$ cat src/verilog/pio_pkg.sv
`default_nettype none
package pio_pkg;
  // Geometry
  localparam int PIO_PORT_W = 8;
  localparam int PIO_NPORT = 3;
  localparam int PIO_NRES = 6;
  localparam int PIO_AW = 8;
  localparam int PIO_DW = 32;

  // Address fields: kind of register in [6:4], port or slot in [3:2]
  localparam int ADDR_KIND_LSB = 4;
  localparam int ADDR_KIND_W = 3;
  localparam int ADDR_IDX_LSB = 2;
  localparam int ADDR_IDX_W = 2;

  localparam logic [2:0] KIND_LATCH = 3'h0;
  localparam logic [2:0] KIND_INMODE = 3'h1;
  localparam logic [2:0] KIND_OUTMODE = 3'h2;
  localparam logic [2:0] KIND_DRIVE = 3'h3;
  localparam logic [2:0] KIND_SKIP = 3'h4;
  localparam logic [2:0] KIND_GLOBAL = 3'h5;

  localparam logic [1:0] GLB_SEL_A = 2'h0;
  localparam logic [1:0] GLB_SEL_B = 2'h1;
  localparam logic [1:0] GLB_IRQSEL = 2'h2;
  localparam logic [1:0] GLB_EVT = 2'h3;

  // crossbar_select_reg_a: bit 0 serial port, bits 1.. routed resources
  localparam int SELA_SERIAL = 0;
  localparam int SELA_RES_LSB = 1;
  // crossbar_select_reg_b
  localparam int SELB_XBAR_EN = 0;
  localparam int SELB_PUD = 1;
  localparam int SELB_W = 2;
  // ext_irq_pin_select_reg: two 3-bit pin numbers within port 0
  localparam int IRQ_NUM = 2;
  localparam int IRQSEL_W = 3;
  localparam int IRQ1_LSB = 4;
  localparam int IRQREG_W = 8;

  // Reset values per port, and IRQSEL_RST for the global pin select register
  localparam logic [7:0] LATCH_RST = 8'hff;
  localparam logic [7:0] INMODE_RST = 8'hff;
  localparam logic [7:0] OUTMODE_RST = 8'h00;
  localparam logic [7:0] DRIVE_RST = 8'h00;
  localparam logic [7:0] SKIP_RST = 8'h00;
  localparam logic [7:0] IRQSEL_RST = 8'h00;

  // Fixed serial port pins (flat pin index, port 0)
  localparam int SER_TX_PIN = 4;
  localparam int SER_RX_PIN = 5;

  localparam logic [1:0] RESP_OKAY = 2'b00;
  localparam logic [1:0] RESP_SLVERR = 2'b10;
endpackage
`default_nettype wire

$ cat src/verilog/pio_xbar_if.sv
`timescale 1ns/1ps
`default_nettype none
interface pio_xbar_if #(
  parameter int NPIN = 24,
  parameter int NRES = 6,
  parameter int RIW = 3
);
  logic [NPIN-1:0] skip;
  logic [NRES-1:0] res_en;
  logic serial_en;
  logic [NPIN-1:0] used;
  logic [NPIN-1:0][RIW-1:0] res_of;

  modport cfg (output skip, output res_en, output serial_en, input used, input res_of);
  modport dec (input skip, input res_en, input serial_en, output used, output res_of);
endinterface
`default_nettype wire

$ cat src/verilog/pio_xbar_dec.sv
`timescale 1ns/1ps
`default_nettype none
module pio_xbar_dec #(
  parameter int NPIN = 24,
  parameter int NRES = 6,
  parameter int RIW = 3
) (
  pio_xbar_if.dec x
);
  import pio_pkg::*;

  logic [NPIN-1:0] taken;
  logic [NPIN-1:0] used;
  logic [NPIN-1:0][RIW-1:0] res_of;
  logic found;

  // Pure priority walk; the caller registers its effect on the pads
  always_comb begin
    taken = '0;
    used = '0;
    res_of = '0;
    found = 1'b0;
    if (x.serial_en) begin
      taken[SER_TX_PIN] = 1'b1;
      taken[SER_RX_PIN] = 1'b1;
    end
    for (int r = 0; r < NRES; r++) begin
      found = 1'b0;
      if (x.res_en[r]) begin
        for (int p = 0; p < NPIN; p++) begin
          if (!found && !taken[p] && !x.skip[p]) begin // see see
            taken[p] = 1'b1;
            used[p] = 1'b1;
            res_of[p] = RIW'(r);
            found = 1'b1;
          end
        end
      end
    end
  end

  assign x.used = used;
  assign x.res_of = res_of;
endmodule
`default_nettype wire

$ cat src/verilog/pio_port_top.sv
// Operation
// Port latch reads give the live pin state under any crossbar setup.
// Select registers choose which peripherals the crossbar routes to pins.
// After reset every cell is high impedance with weak pull-up on.
// Crossbar enable at 0 forces both drivers off on every pin.
// Analog input mode disables pull-up, output driver and input receiver.
// Pins in analog mode read back as 0.
// Software sets digital mode for peripheral, trigger and GPIO pins.
// Push-pull mode drives the pad high or low following the output value.
// Open-drain never drives high; 0 drives low, 1 releases the pad.
// Undriven digital pins get pull-up; pull-up off while driving low.
// Global pull-up disable at 1 turns every weak pull-up off.
// Digital pins read the real pad level, not the driven value.
// Per-port drive register selects high or low strength; low after reset.
// Skipped pins never receive a crossbar peripheral signal. Serial TX and RX still use pins 4 and 5 when these are skipped.
// Software skips GPIO pins and pins claimed outside the crossbar.
// Routed signals land only on crossbar pins whose skip bit is 0. The serial port ignores the skip bits of pins 4 and 5.
// Transitions on selected digital trigger pins raise an event or wake.
// Triggers work on skipped and routed pins, never on analog pins.
// Each selected resource takes, in priority, the lowest free unskipped pin.
// Serial transmit and receive stay fixed on port 0 pins 4 and 5.
// Configuration writes reach drivers, pull-ups and receivers next cycle.
//
// Added by the designer: the AXI4-Lite slave port and the register addresses.
`timescale 1ns/1ps
`default_nettype none
module pio_port_top #(
  parameter int NPORT = pio_pkg::PIO_NPORT,
  parameter int PW = pio_pkg::PIO_PORT_W,
  parameter int NRES = pio_pkg::PIO_NRES
) (
  input wire logic i_clk,
  input wire logic i_rst,
  input wire logic i_ce,
  input wire logic [pio_pkg::PIO_AW-1:0] i_s_axi_awaddr,
  input wire logic i_s_axi_awvalid,
  output logic o_s_axi_awready,
  input wire logic [pio_pkg::PIO_DW-1:0] i_s_axi_wdata,
  input wire logic [3:0] i_s_axi_wstrb,
  input wire logic i_s_axi_wvalid,
  output logic o_s_axi_wready,
  output logic [1:0] o_s_axi_bresp,
  output logic o_s_axi_bvalid,
  input wire logic i_s_axi_bready,
  input wire logic [pio_pkg::PIO_AW-1:0] i_s_axi_araddr,
  input wire logic i_s_axi_arvalid,
  output logic o_s_axi_arready,
  output logic [pio_pkg::PIO_DW-1:0] o_s_axi_rdata,
  output logic [1:0] o_s_axi_rresp,
  output logic o_s_axi_rvalid,
  input wire logic i_s_axi_rready,
  input wire logic [NPORT*PW-1:0] i_pad_in,
  output logic [NPORT*PW-1:0] o_pad_out,
  output logic [NPORT*PW-1:0] o_pad_oe_n,
  output logic [NPORT*PW-1:0] o_pullup_en,
  output logic [NPORT*PW-1:0] o_drive_high,
  output logic [NPORT*PW-1:0] o_rcv_en,
  input wire logic [NRES-1:0] i_res_out,
  output logic [NRES-1:0] o_res_in,
  input wire logic i_serial_tx,
  output logic o_serial_rx,
  output logic [pio_pkg::IRQ_NUM-1:0] o_ext_lvl,
  output logic [pio_pkg::IRQ_NUM-1:0] o_ext_evt,
  output logic o_wake
);
  import pio_pkg::*;

  localparam int NPIN = NPORT * PW;
  localparam int RIW = (NRES > 1) ? $clog2(NRES) : 1;

  logic [NPIN-1:0] latch_ff;
  logic [NPIN-1:0] inmode_ff;
  logic [NPIN-1:0] outmode_ff;
  logic [NPIN-1:0] drive_ff;
  logic [NPIN-1:0] skip_ff;
  logic [NRES:0] sel_a_ff;
  logic [SELB_W-1:0] sel_b_ff;
  logic [IRQREG_W-1:0] irqsel_ff;
  logic bvalid_ff;
  logic [1:0] bresp_ff;
  logic rvalid_ff;
  logic [1:0] rresp_ff;
  logic [PIO_DW-1:0] rdata_ff;
  logic [NPIN-1:0] pad_s1_ff;
  logic [NPIN-1:0] pad_s2_ff;
  logic [NPIN-1:0] pad_out_ff;
  logic [NPIN-1:0] pad_oe_n_ff;
  logic [NPIN-1:0] pullup_ff;
  logic [NPIN-1:0] drvhi_ff;
  logic [NPIN-1:0] rcv_ff;
  logic [NRES-1:0] res_in_ff;
  logic serial_rx_ff;
  logic [IRQ_NUM-1:0] ext_lvl_ff;
  logic [IRQ_NUM-1:0] ext_evt_ff;
  logic wake_ff;

  logic xbar_en;
  logic pud;
  logic serial_en;
  logic [NPIN-1:0] pin_read;
  logic [NPIN-1:0] nxt_pad_out;
  logic [NPIN-1:0] nxt_drive;
  logic [NRES-1:0] nxt_res_in;
  logic [IRQ_NUM-1:0] nxt_ext_lvl;
  logic [IRQ_NUM-1:0] nxt_ext_evt;

  pio_xbar_if #(.NPIN(NPIN), .NRES(NRES), .RIW(RIW)) xb ();

  assign xbar_en = sel_b_ff[SELB_XBAR_EN];
  assign pud = sel_b_ff[SELB_PUD];
  assign serial_en = sel_a_ff[SELA_SERIAL];

  assign xb.skip = skip_ff;
  assign xb.res_en = sel_a_ff[NRES:SELA_RES_LSB];
  assign xb.serial_en = serial_en;

  pio_xbar_dec #(.NPIN(NPIN), .NRES(NRES), .RIW(RIW)) u_dec (
    .x(xb)
  );

  // Only the second stage is read; analog pins read as zero
  assign pin_read = pad_s2_ff & inmode_ff; // see see

  // Write channel: address and data are taken together in one beat
  logic [ADDR_KIND_W-1:0] aw_kind;
  logic [ADDR_IDX_W-1:0] aw_idx;
  logic aw_port_ok;
  logic wr_fire;
  logic wr_hit;
  logic wr_lane;

  assign aw_kind = i_s_axi_awaddr[ADDR_KIND_LSB +: ADDR_KIND_W];
  assign aw_idx = i_s_axi_awaddr[ADDR_IDX_LSB +: ADDR_IDX_W];
  assign aw_port_ok = int'(aw_idx) < NPORT;
  assign o_s_axi_awready = i_ce && i_s_axi_wvalid && !bvalid_ff;
  assign o_s_axi_wready = i_ce && i_s_axi_awvalid && !bvalid_ff;
  assign wr_fire = i_ce && i_s_axi_awvalid && i_s_axi_wvalid && !bvalid_ff;
  assign wr_lane = i_s_axi_wstrb[0];

  always_comb begin
    if (aw_kind <= KIND_SKIP) begin
      wr_hit = aw_port_ok;
    end else if (aw_kind == KIND_GLOBAL) begin
      wr_hit = 1'b1;
    end else begin
      wr_hit = 1'b0;
    end
  end

  // Per-port configuration; takes effect on the pads one edge later
  always_ff @(posedge i_clk) begin
    if (i_rst) begin
      latch_ff <= {NPORT{LATCH_RST[PW-1:0]}};
      inmode_ff <= {NPORT{INMODE_RST[PW-1:0]}};
      outmode_ff <= {NPORT{OUTMODE_RST[PW-1:0]}};
      drive_ff <= {NPORT{DRIVE_RST[PW-1:0]}};
      skip_ff <= {NPORT{SKIP_RST[PW-1:0]}};
    end else if (wr_fire && wr_lane && aw_port_ok) begin
      if (aw_kind == KIND_LATCH) begin
        latch_ff[int'(aw_idx)*PW +: PW] <= i_s_axi_wdata[PW-1:0];
      end else if (aw_kind == KIND_INMODE) begin
        inmode_ff[int'(aw_idx)*PW +: PW] <= i_s_axi_wdata[PW-1:0];
      end else if (aw_kind == KIND_OUTMODE) begin
        outmode_ff[int'(aw_idx)*PW +: PW] <= i_s_axi_wdata[PW-1:0];
      end else if (aw_kind == KIND_DRIVE) begin
        drive_ff[int'(aw_idx)*PW +: PW] <= i_s_axi_wdata[PW-1:0];
      end else if (aw_kind == KIND_SKIP) begin
        skip_ff[int'(aw_idx)*PW +: PW] <= i_s_axi_wdata[PW-1:0];
      end
    end
  end

  // Global configuration
  always_ff @(posedge i_clk) begin
    if (i_rst) begin
      sel_a_ff <= '0;
      sel_b_ff <= '0;
      irqsel_ff <= IRQSEL_RST;
    end else if (wr_fire && wr_lane && aw_kind == KIND_GLOBAL) begin
      if (aw_idx == GLB_SEL_A) begin
        sel_a_ff <= i_s_axi_wdata[NRES:0];
      end else if (aw_idx == GLB_SEL_B) begin
        sel_b_ff <= i_s_axi_wdata[SELB_W-1:0];
      end else if (aw_idx == GLB_IRQSEL) begin
        irqsel_ff <= i_s_axi_wdata[IRQREG_W-1:0];
      end
    end
  end

  // Write response
  always_ff @(posedge i_clk) begin
    if (i_rst) begin
      bvalid_ff <= 1'b0;
      bresp_ff <= RESP_OKAY;
    end else if (i_ce) begin
      if (wr_fire) begin
        bvalid_ff <= 1'b1;
        bresp_ff <= wr_hit ? RESP_OKAY : RESP_SLVERR;
      end else if (i_s_axi_bready) begin
        bvalid_ff <= 1'b0;
      end
    end
  end

  assign o_s_axi_bvalid = bvalid_ff;
  assign o_s_axi_bresp = bresp_ff;

  // Read channel
  logic [ADDR_KIND_W-1:0] ar_kind;
  logic [ADDR_IDX_W-1:0] ar_idx;
  logic ar_port_ok;
  logic rd_fire;
  logic rd_ok;
  logic [PIO_DW-1:0] rd_data;

  assign ar_kind = i_s_axi_araddr[ADDR_KIND_LSB +: ADDR_KIND_W];
  assign ar_idx = i_s_axi_araddr[ADDR_IDX_LSB +: ADDR_IDX_W];
  assign ar_port_ok = int'(ar_idx) < NPORT;
  assign o_s_axi_arready = i_ce && !rvalid_ff;
  assign rd_fire = i_ce && i_s_axi_arvalid && !rvalid_ff;

  always_comb begin
    rd_data = '0;
    rd_ok = 1'b1;
    if (ar_kind == KIND_LATCH && ar_port_ok) begin
      rd_data[PW-1:0] = pin_read[int'(ar_idx)*PW +: PW];
    end else if (ar_kind == KIND_INMODE && ar_port_ok) begin
      rd_data[PW-1:0] = inmode_ff[int'(ar_idx)*PW +: PW];
    end else if (ar_kind == KIND_OUTMODE && ar_port_ok) begin
      rd_data[PW-1:0] = outmode_ff[int'(ar_idx)*PW +: PW];
    end else if (ar_kind == KIND_DRIVE && ar_port_ok) begin
      rd_data[PW-1:0] = drive_ff[int'(ar_idx)*PW +: PW];
    end else if (ar_kind == KIND_SKIP && ar_port_ok) begin
      rd_data[PW-1:0] = skip_ff[int'(ar_idx)*PW +: PW];
    end else if (ar_kind == KIND_GLOBAL && ar_idx == GLB_SEL_A) begin
      rd_data[NRES:0] = sel_a_ff;
    end else if (ar_kind == KIND_GLOBAL && ar_idx == GLB_SEL_B) begin
      rd_data[SELB_W-1:0] = sel_b_ff;
    end else if (ar_kind == KIND_GLOBAL && ar_idx == GLB_IRQSEL) begin
      rd_data[IRQREG_W-1:0] = irqsel_ff;
    end else if (ar_kind == KIND_GLOBAL && ar_idx == GLB_EVT) begin
      rd_data[IRQ_NUM-1:0] = ext_lvl_ff;
    end else begin
      rd_ok = 1'b0;
    end
  end

  always_ff @(posedge i_clk) begin
    if (i_rst) begin
      rvalid_ff <= 1'b0;
      rresp_ff <= RESP_OKAY;
      rdata_ff <= '0;
    end else if (i_ce) begin
      if (rd_fire) begin
        rvalid_ff <= 1'b1;
        rresp_ff <= rd_ok ? RESP_OKAY : RESP_SLVERR;
        rdata_ff <= rd_data;
      end else if (i_s_axi_rready) begin
        rvalid_ff <= 1'b0;
      end
    end
  end

  assign o_s_axi_rvalid = rvalid_ff;
  assign o_s_axi_rresp = rresp_ff;
  assign o_s_axi_rdata = rdata_ff;

  // Pad input synchroniser
  always_ff @(posedge i_clk) begin
    if (i_rst) begin
      // Reset to the pulled-up idle level so no false trigger edge follows reset
      pad_s1_ff <= '1;
      pad_s2_ff <= '1;
    end else if (i_ce) begin
      pad_s1_ff <= i_pad_in;
      pad_s2_ff <= pad_s1_ff;
    end
  end

  // Per-pin cell: pick the output value, then decide the drivers
  for (genvar p = 0; p < NPIN; p++) begin : g_cell
    logic val;
    always_comb begin
      if (serial_en && p == SER_TX_PIN) begin
        val = i_serial_tx;
      end else if (serial_en && p == SER_RX_PIN) begin
        val = 1'b1;
      end else if (xb.used[p]) begin
        val = i_res_out[xb.res_of[p]];
      end else begin
        val = latch_ff[p];
      end
    end
    assign nxt_drive[p] = xbar_en && inmode_ff[p] // see
      && (outmode_ff[p] || !val); // see
    assign nxt_pad_out[p] = val;
  end

  always_ff @(posedge i_clk) begin
    if (i_rst) begin
      pad_out_ff <= '1;
      pad_oe_n_ff <= '1;
      pullup_ff <= '1;
      drvhi_ff <= '0;
      rcv_ff <= '1;
    end else if (i_ce) begin
      pad_out_ff <= nxt_pad_out;
      pad_oe_n_ff <= ~nxt_drive;
      // Pull-up only while released, so no current flows against a low drive
      pullup_ff <= inmode_ff & ~nxt_drive & {NPIN{!pud}}; // see see
      drvhi_ff <= drive_ff;
      rcv_ff <= inmode_ff;
    end
  end

  assign o_pad_out = pad_out_ff;
  assign o_pad_oe_n = pad_oe_n_ff;
  assign o_pullup_en = pullup_ff;
  assign o_drive_high = drvhi_ff;
  assign o_rcv_en = rcv_ff;

  // Pad levels back to the routed peripherals
  always_comb begin
    nxt_res_in = '0;
    for (int p = 0; p < NPIN; p++) begin
      if (xb.used[p]) begin
        nxt_res_in[xb.res_of[p]] = pin_read[p];
      end
    end
  end

  always_ff @(posedge i_clk) begin
    if (i_rst) begin
      res_in_ff <= '0;
      serial_rx_ff <= 1'b1;
    end else if (i_ce) begin
      res_in_ff <= nxt_res_in;
      // Idle high when the serial port is not routed
      serial_rx_ff <= serial_en ? pin_read[SER_RX_PIN] : 1'b1;
    end
  end

  assign o_res_in = res_in_ff;
  assign o_serial_rx = serial_rx_ff;

  // Event triggers on port 0, independent of skip and crossbar routing
  for (genvar i = 0; i < IRQ_NUM; i++) begin : g_evt
    logic [IRQSEL_W-1:0] sel;
    assign sel = irqsel_ff[i*IRQ1_LSB +: IRQSEL_W];
    assign nxt_ext_lvl[i] = pin_read[sel];
    // Gate on digital mode so a switch to analog does not fake an edge
    assign nxt_ext_evt[i] = (nxt_ext_lvl[i] ^ ext_lvl_ff[i]) && inmode_ff[sel];
  end

  always_ff @(posedge i_clk) begin
    if (i_rst) begin
      ext_lvl_ff <= '1;
      ext_evt_ff <= '0;
      wake_ff <= 1'b0;
    end else if (i_ce) begin
      ext_lvl_ff <= nxt_ext_lvl;
      ext_evt_ff <= nxt_ext_evt;
      wake_ff <= |nxt_ext_evt;
    end
  end

  assign o_ext_lvl = ext_lvl_ff;
  assign o_ext_evt = ext_evt_ff;
  assign o_wake = wake_ff;
endmodule
`default_nettype wire

$ cat config.mk
export PLATFORM = sky130hd
export DESIGN_NAME = pio_port_top
export DESIGN_NICKNAME = d
export VERILOG_FILES = /design/src/verilog/pio_pkg.sv /design/src/verilog/pio_xbar_if.sv /design/src/verilog/pio_xbar_dec.sv /design/src/verilog/pio_port_top.sv
export SDC_FILE = /design/constraint.sdc
export NUM_CORES = 1
export LEC_CHECK = 0
export ABC_AREA = 1
export BUFFER_PORTS_ARGS = -buffer_cell sky130_fd_sc_hd__buf_2
export CAP_MARGIN = 40
export CORE_UTILIZATION = 35
export CTS_CLUSTER_SIZE = 40
export DETAILED_ROUTE_END_ITERATION = 10
export GPL_TIMING_DRIVEN = 1
export PLACE_DENSITY = 0.53
export SETUP_SLACK_MARGIN = 0.15
export SYNTH_ARGS = -nofsm -noshare
export SYNTH_HDL_FRONTEND = slang
export SYNTH_HIERARCHICAL = 1
export SYNTH_SLANG_ARGS = --single-unit
$ cat constraint.sdc
create_clock -name i_clk -period 4.45 [get_ports i_clk]
set_clock_uncertainty 0.15 [all_clocks]
set_input_delay 1.335 -clock i_clk [delete_from_list [all_inputs] [get_ports i_clk]]
set_output_delay 1.335 -clock i_clk [all_outputs]
set_load 0.005 [all_outputs]
==> out/metrics.cfg, run 1 <==
[status]
status=complete, but fails checks
violations=setup timing

[die]
core_um2=60800
die_w_um=251
placementRows=90
die_h_um=251
start_util_pct=35.6
dieArea_um2=62900
io_pins=264

[cells_and_area]
area_growth_pct=39.2
final_common_cell=nand2_1
drive_gt1_share_pct=29.0
fillers=6337
layout_common_cells=nand2_1 (854), buf_4 (519), inv_1 (503), dfxtp_1 (323), o21ai_0 (296)
fin_util_pct=49.6
fin_area_um2=30200
nets=4313

[global_routing]
grt_use_total_pct=29.8
grt_pass1_vias=24300
grt_overflow=0
grt_max_degree=193
grt_pass1_wl_mm=144
antenna_found_initial=2

[yosys]
synth.area.top_cells=dfxtp_1 (30%), nand2_1 (16%), inv_1 (9.2%)
yosys_warnings=6
dominantRegCellSynth=dfxtp_1
syn-instance-count=3576
syn_area_per_cell_um2=6.06
synth-edff-count=0
synth.distinct_cells=59
synth-seq-area-share_pct=30.4
syn_area_um2=21700
synth-async-reset-ratio_pct=0
synth.largest_area_cell=dfxtp_1
ys_ff_latch=329
synth_top_area_share_pct=30.4

[route]
drc=0
num_vias=26200
postRouteAntennaNets=0
wl_per_cell_um=19.2
drt-vias-per-instance=5.20
drtPass1Iterations=6
first_iter_violations=2266
drt_wl_total_mm=96.5

[sta]
final_max_slew_viol_count=0
rsz0062_at_grt=yes
period_minus_slack_ns=5.36
fmax_mhz=187
max_slew_margin_pct=41.7
worstMarginPinSlew_ns=0.868
setup_slack_ns=-0.905
setup_viol=51
hold_viol_final=0
fin_hold_ws_ns=0.302
fin_crit_sh_pct=120

[placed_design]
io_buffers=204
place.gp.congestion=0.982
dp_hpwl_mm=74.0
placed_area_um2=26700

[worst_hold_path]
hold_depth=2
hp-class=flop to flop
min_from=o_rcv_en[15]
hold_path_end=o_rcv_en[15]

[power_and_ir_drop]
p_leak_uw=0.0141
power_uw=7280
vdd_drop_max_v=0.000259
power_density_nw_per_um2=241

[setup_path]
rr_endpoint=o_pad_oe_n[22]
cp_common_cell=nand2_1
r2r_start=sel_a_ff[1]
ff2ff_path_depth=35
endpoint_kind=flop
max_stage_delay_ns=0.42
rrSetupSlack_ns=-0.91
startpoint_type=flop
path_max_fanout=7
critPathArrivalTime_ns=5.65
slowest_stage=dfxtp_4
critical_path_class=flop to flop
required_ns=4.75

[clock_network]
cts_buffers=39
tritoncts=built
clkLatencyLatePin_ns=0.57
cts_hold_buf=0
cts.sinks=329
clkTransAtPathRegs_ns=0.06
htreeDepth=2
cts_root_buf=clkbuf_16
cts_buffer_depth=3

[job]
drv_cap=0

-- metal layers --
layer | up-vias | part of all wire, % | track usage (%)
met2 | 893 | 44 | 47.6
met4 | 4 | 4.6 | 12.6
met5 | - | 0.021 | 0
li1 | 13000 | - | -
met1 | 12100 | 45 | 40.1
met3 | 195 | 6.2 | 4.02
-- critical path, delay by kind of cell (launching register included) --
| kind | cells | cell delay [ns] |
|---|---|---|
| buf+inv | 5 | 0.69 |
| simple gates | 26 | 3.15 |
| flops | 1 | 0.42 |
| compound gates | 4 | 0.80 |
-- cell usage after synthesis, types with 5 or more instances --
library cell and count:
a211oi_1 29, a21oi_1 265, a221oi_1 17, a22oi_1 13, a31oi_1 8, a41oi_1 15
buf_1 13, buf_2 14, buf_4 31, clkbuf_1 114, clkinv_1 5, dfxtp_1 329
ha_1 5, inv_1 532, inv_2 17, nand2_1 933, nand2_2 22, nand3_1 264
nand3_2 8, nand3b_1 5, nand4_1 43, nor2_1 286, nor2_2 33, nor2_4 19
nor3_1 19, nor3_2 6, nor4_1 5, o211ai_1 79, o21ai_0 345, o21ai_1 13
o221ai_1 13, o22ai_1 16, o31ai_1 5
-- report_power, final --
| part | internal (µW) | total [µW] | leakage [µW] | switching (µW) |
|---|---|---|---|---|
| clock network | 2110 | 3500 | 0.000690 | 1390 |
| registers | 3040 | 3100 | 0.00270 | 62.6 |
| logic | 205 | 670 | 0.0107 | 465 |
| total | 5360 | 7280 | 0.0141 | 1920 |
-- cell type report --
| cell class | instances | area (µm²) | area share [%] |
|---|---|---|---|
| inverter | 554 | 2100 | 6.97 |
| clock buffer | 50 | 1100 | 3.64 |
| multi-input combinational | 2543 | 13800 | 45.6 |
| clock inverter | 19 | 298 | 0.988 |
| timing repair buffer | 750 | 5310 | 17.6 |
| tap | 782 | 978 | 3.25 |
| sequential | 329 | 6600 | 21.9 |
| antenna | 1 | 2.50 | 0.00830 |
-- logic make-up after synthesis --
family / after synthesis / synth area share, %
AO/OA/AOI/OAI: 852 / 22.7
buffers and inverters: 729 / 13.3
flip-flops: 329 / 30.4
multiplexers: 1 / 0.0462
AND/OR/NAND/NOR: 1657 / 33.1
XOR/XNOR: 2 / 0.0809
other: 1 / 0.0173
adder cells (fa/ha/maj): 5 / 0.289
-- worst max path at each step --
stage                      endpoint  depth (start not counted)   startpoint
finish               o_pad_oe_n[22]                         35  sel_a_ff[1]
CTS                  o_pad_oe_n[21]                         37  sel_a_ff[1]
floorplan           o_pullup_en[18]                         34  sel_a_ff[1]
global placement    o_pullup_en[23]                         36  sel_a_ff[1]
detailed placement  o_pullup_en[23]                         37  sel_a_ff[0]
global route            o_res_in[4]                         39  sel_a_ff[1]
-- metrics by stage --
step	setup slack (ns)	TNS, ns	std cells
2_1_floorplan	0.103	0	3601
3_3_place_gp	-1.02	-31.91	4882
3_5_place_dp	-1.02	-31.62	4886
4_1_cts	-0.701	-21.12	4993
5_1_grt	-1.26	-46.95	5027
6_report	-0.905	-28.62	5028
-- repair_timing --
| item | in CTS | in global routing |
|---|---|---|
| buffers inserted | 38 | 34 |
| gates resized for setup | 272 | 178 |
| pin swaps | 93 | 57 |
| setup endpoints to repair | 55 | 65 |
No activity file was read; power rests on OpenSTA's default activity.
==> run 2, diff against run 1 <==
--- a/config.mk
+++ b/config.mk
@@ -8,7 +8,9 @@
 export ABC_AREA = 1
 export BUFFER_PORTS_ARGS = -buffer_cell sky130_fd_sc_hd__buf_2
 export CAP_MARGIN = 40
+export CORE_ASPECT_RATIO = 0.5
 export CORE_UTILIZATION = 35
+export CTS_CLUSTER_DIAMETER = 120
 export CTS_CLUSTER_SIZE = 40
 export DETAILED_ROUTE_END_ITERATION = 10
 export GPL_TIMING_DRIVEN = 1
==> out/metrics.cfg, run 2 (same netlist as run 1, synthesis figures left out) <==
[sta]
fin_hold_ws_ns=0.280  ; -0.0217 ns
setup_slack_ns=-0.851  ; +0.0539 ns
fmax_mhz=189  ; +1.0%
worstMarginPinSlew_ns=0.928  ; +0.0599 ns
hold_viol_final=0  ; unchanged
fin_crit_sh_pct=119  ; -1.2 points
setup_viol=50  ; -2.0%
tns_ns=-27.81  ; +0.810 ns
max_slew_margin_pct=37.7  ; -4.0 points
final_max_slew_viol_count=0  ; unchanged
rsz0062_at_grt=yes
period_minus_slack_ns=5.30  ; -0.0539 ns

[setup_path]
cp_common_cell=nand2_1
critPathArrivalTime_ns=5.59  ; -0.06 ns
rrSetupSlack_ns=-0.85  ; +0.05 ns
crit_buf_inv=9  ; +4
crit_path_end=o_res_in[0]
endpoint_kind=flop
path_depth=42  ; +20%
required_ns=4.74  ; about the same
slowest_stage=dfxtp_4
crit_path_start=skip_ff[1]
critical_path_class=flop to flop
r2r_start=skip_ff[1]
startpoint_type=flop
path_max_fanout=5  ; -2
rr_endpoint=o_res_in[0]
ff2ff_path_depth=42  ; +20%
max_stage_delay_ns=0.42  ; about the same
critPathTopFamily=simple AND/OR/NAND/NOR gates

[worst_hold_path]
hold_depth=2  ; unchanged
hp-class=flop to flop

[power_and_ir_drop]
power_uw=5320  ; -27%
power_density_nw_per_um2=183  ; -24%
p_leak_uw=0.0135  ; -4.3%
vdd_drop_max_v=0.000250  ; -3.6%

[status]
status=complete, but fails checks
violations=setup timing

[clock_network]
clkLatencyLatePin_ns=0.54  ; -0.03 ns
cts_hold_buf=0  ; unchanged
clkTransAtPathRegs_ns=0.16  ; +0.10 ns
cts_buffer_depth=3  ; unchanged
cts.sinks=329  ; unchanged
cts_root_buf=clkbuf_16
htreeDepth=1  ; -1
tritoncts=built
cts_buffers=12  ; -69%

[global_routing]
grt_pass1_wl_mm=145  ; +0.75%
antenna_found_initial=0  ; -2
grt_use_total_pct=30.1  ; +0.30 points
grt_overflow=0  ; unchanged
grt_max_degree=193  ; unchanged
grt_pass1_vias=23900  ; -1.7%

[cells_and_area]
fillers=6504  ; +2.6%
layout_common_cells=nand2_1 (859), inv_1 (504), buf_4 (503), dfxtp_1 (322), o21ai_0 (310)
final_common_cell=nand2_1
nets=4273  ; -0.93%
area_growth_pct=34.2
drive_gt1_share_pct=27.6  ; -1.4 points
fin_util_pct=47.5  ; -2.1 points

[placed_design]
place.gp.congestion=1.01  ; +2.5%
dp_hpwl_mm=78.0  ; +5.4%
io_buffers=204  ; unchanged

[die]
placementRows=64  ; -29%
dieArea_um2=63000  ; about the same
die_w_um=354  ; +41%
core_um2=61200  ; +0.61%
start_util_pct=35.4  ; -0.22 points
io_pins=264  ; unchanged
die_h_um=178  ; -29%

[route]
first_iter_violations=2621  ; +16%
drt_wl_total_mm=98.8  ; +2.4%
drtPass1Iterations=6  ; unchanged
drc=0  ; unchanged
drt-vias-per-instance=5.28  ; +1.4%
wl_per_cell_um=19.7  ; +2.8%
num_vias=26400  ; +0.97%
postRouteAntennaNets=0  ; unchanged

[job]
drv_cap=0  ; unchanged

[run 2: cell types whose count changed in the layout (fill, tap and decap cells not counted), sizes merged]
cell and change:
clkbuf -35, buf -13, clkinv -8, bufinv -6, inv -4, diode +1
[run 2: tightest hold or removal path, cell delays in order, from the launching register on]
cell,delay [ns]
dfxtp_1,0.34
nand2_1,0.05
nand3_1,0.07
[run 2: final cells by class]
class	instances	area, µm²	area share (%)
Multi-Input combinational cell	2543	13800	47.4
Clock buffer	15	343	1.18
Antenna cell	2	5.00	0.0172
Timing Repair Buffer	737	5200	17.9
Sequential cell	329	6600	22.7
Clock inverter	1	30.0	0.103
Inverter	554	2090	7.19
Tap cell	825	1030	3.55
[run 2: repair_timing]
item	in CTS	in global routing
setup buffers	60	24
setup endpoints to repair	52	63
pin swaps	71	62
resized for setup	287	142
[run 2: how the worst min path moves through the flow]
stage,from,endpoint
after floorplan,irqsel_ff[7],irqsel_ff[7]
after global placement,o_rcv_en[16],o_rcv_en[16]
after detailed placement,pad_s1_ff[1],pad_s1_ff[1]
after CTS,pad_s1_ff[9],pad_s2_ff[9]
after global routing,pad_s1_ff[3],pad_s2_ff[3]
final,pad_s1_ff[9],pad_s2_ff[9]
[run 2: power by group]
part	internal [µW]	switching (µW)	leakage (µW)
combinational	203	471	0.0106
sequential	3040	63.8	0.00270
clock	567	975	0.000180
[run 2: metrics by stage]
stage,instances,instance area (µm²),worst slack (ns)
6_report,5006,29100,-0.851
5_1_grt,5004,29100,-1.24
4_1_cts,4980,28300,-0.695
3_5_place_dp,4904,26500,-0.982
3_3_place_gp,4900,26400,-0.904
2_1_floorplan,3601,21800,0.103
[run 2: layer usage]
layer | vias up | routed length [µm] | share of wire [%] | track usage, %
met5 | - | 0 | 0 | 0
met2 | 1051 | 42000 | 43 | 46.6
met3 | 108 | 9020 | 9.1 | 4.49
met4 | 0 | 1850 | 1.9 | 5.27
met1 | 12400 | 45800 | 46 | 44.0
li1 | 12800 | - | - | -
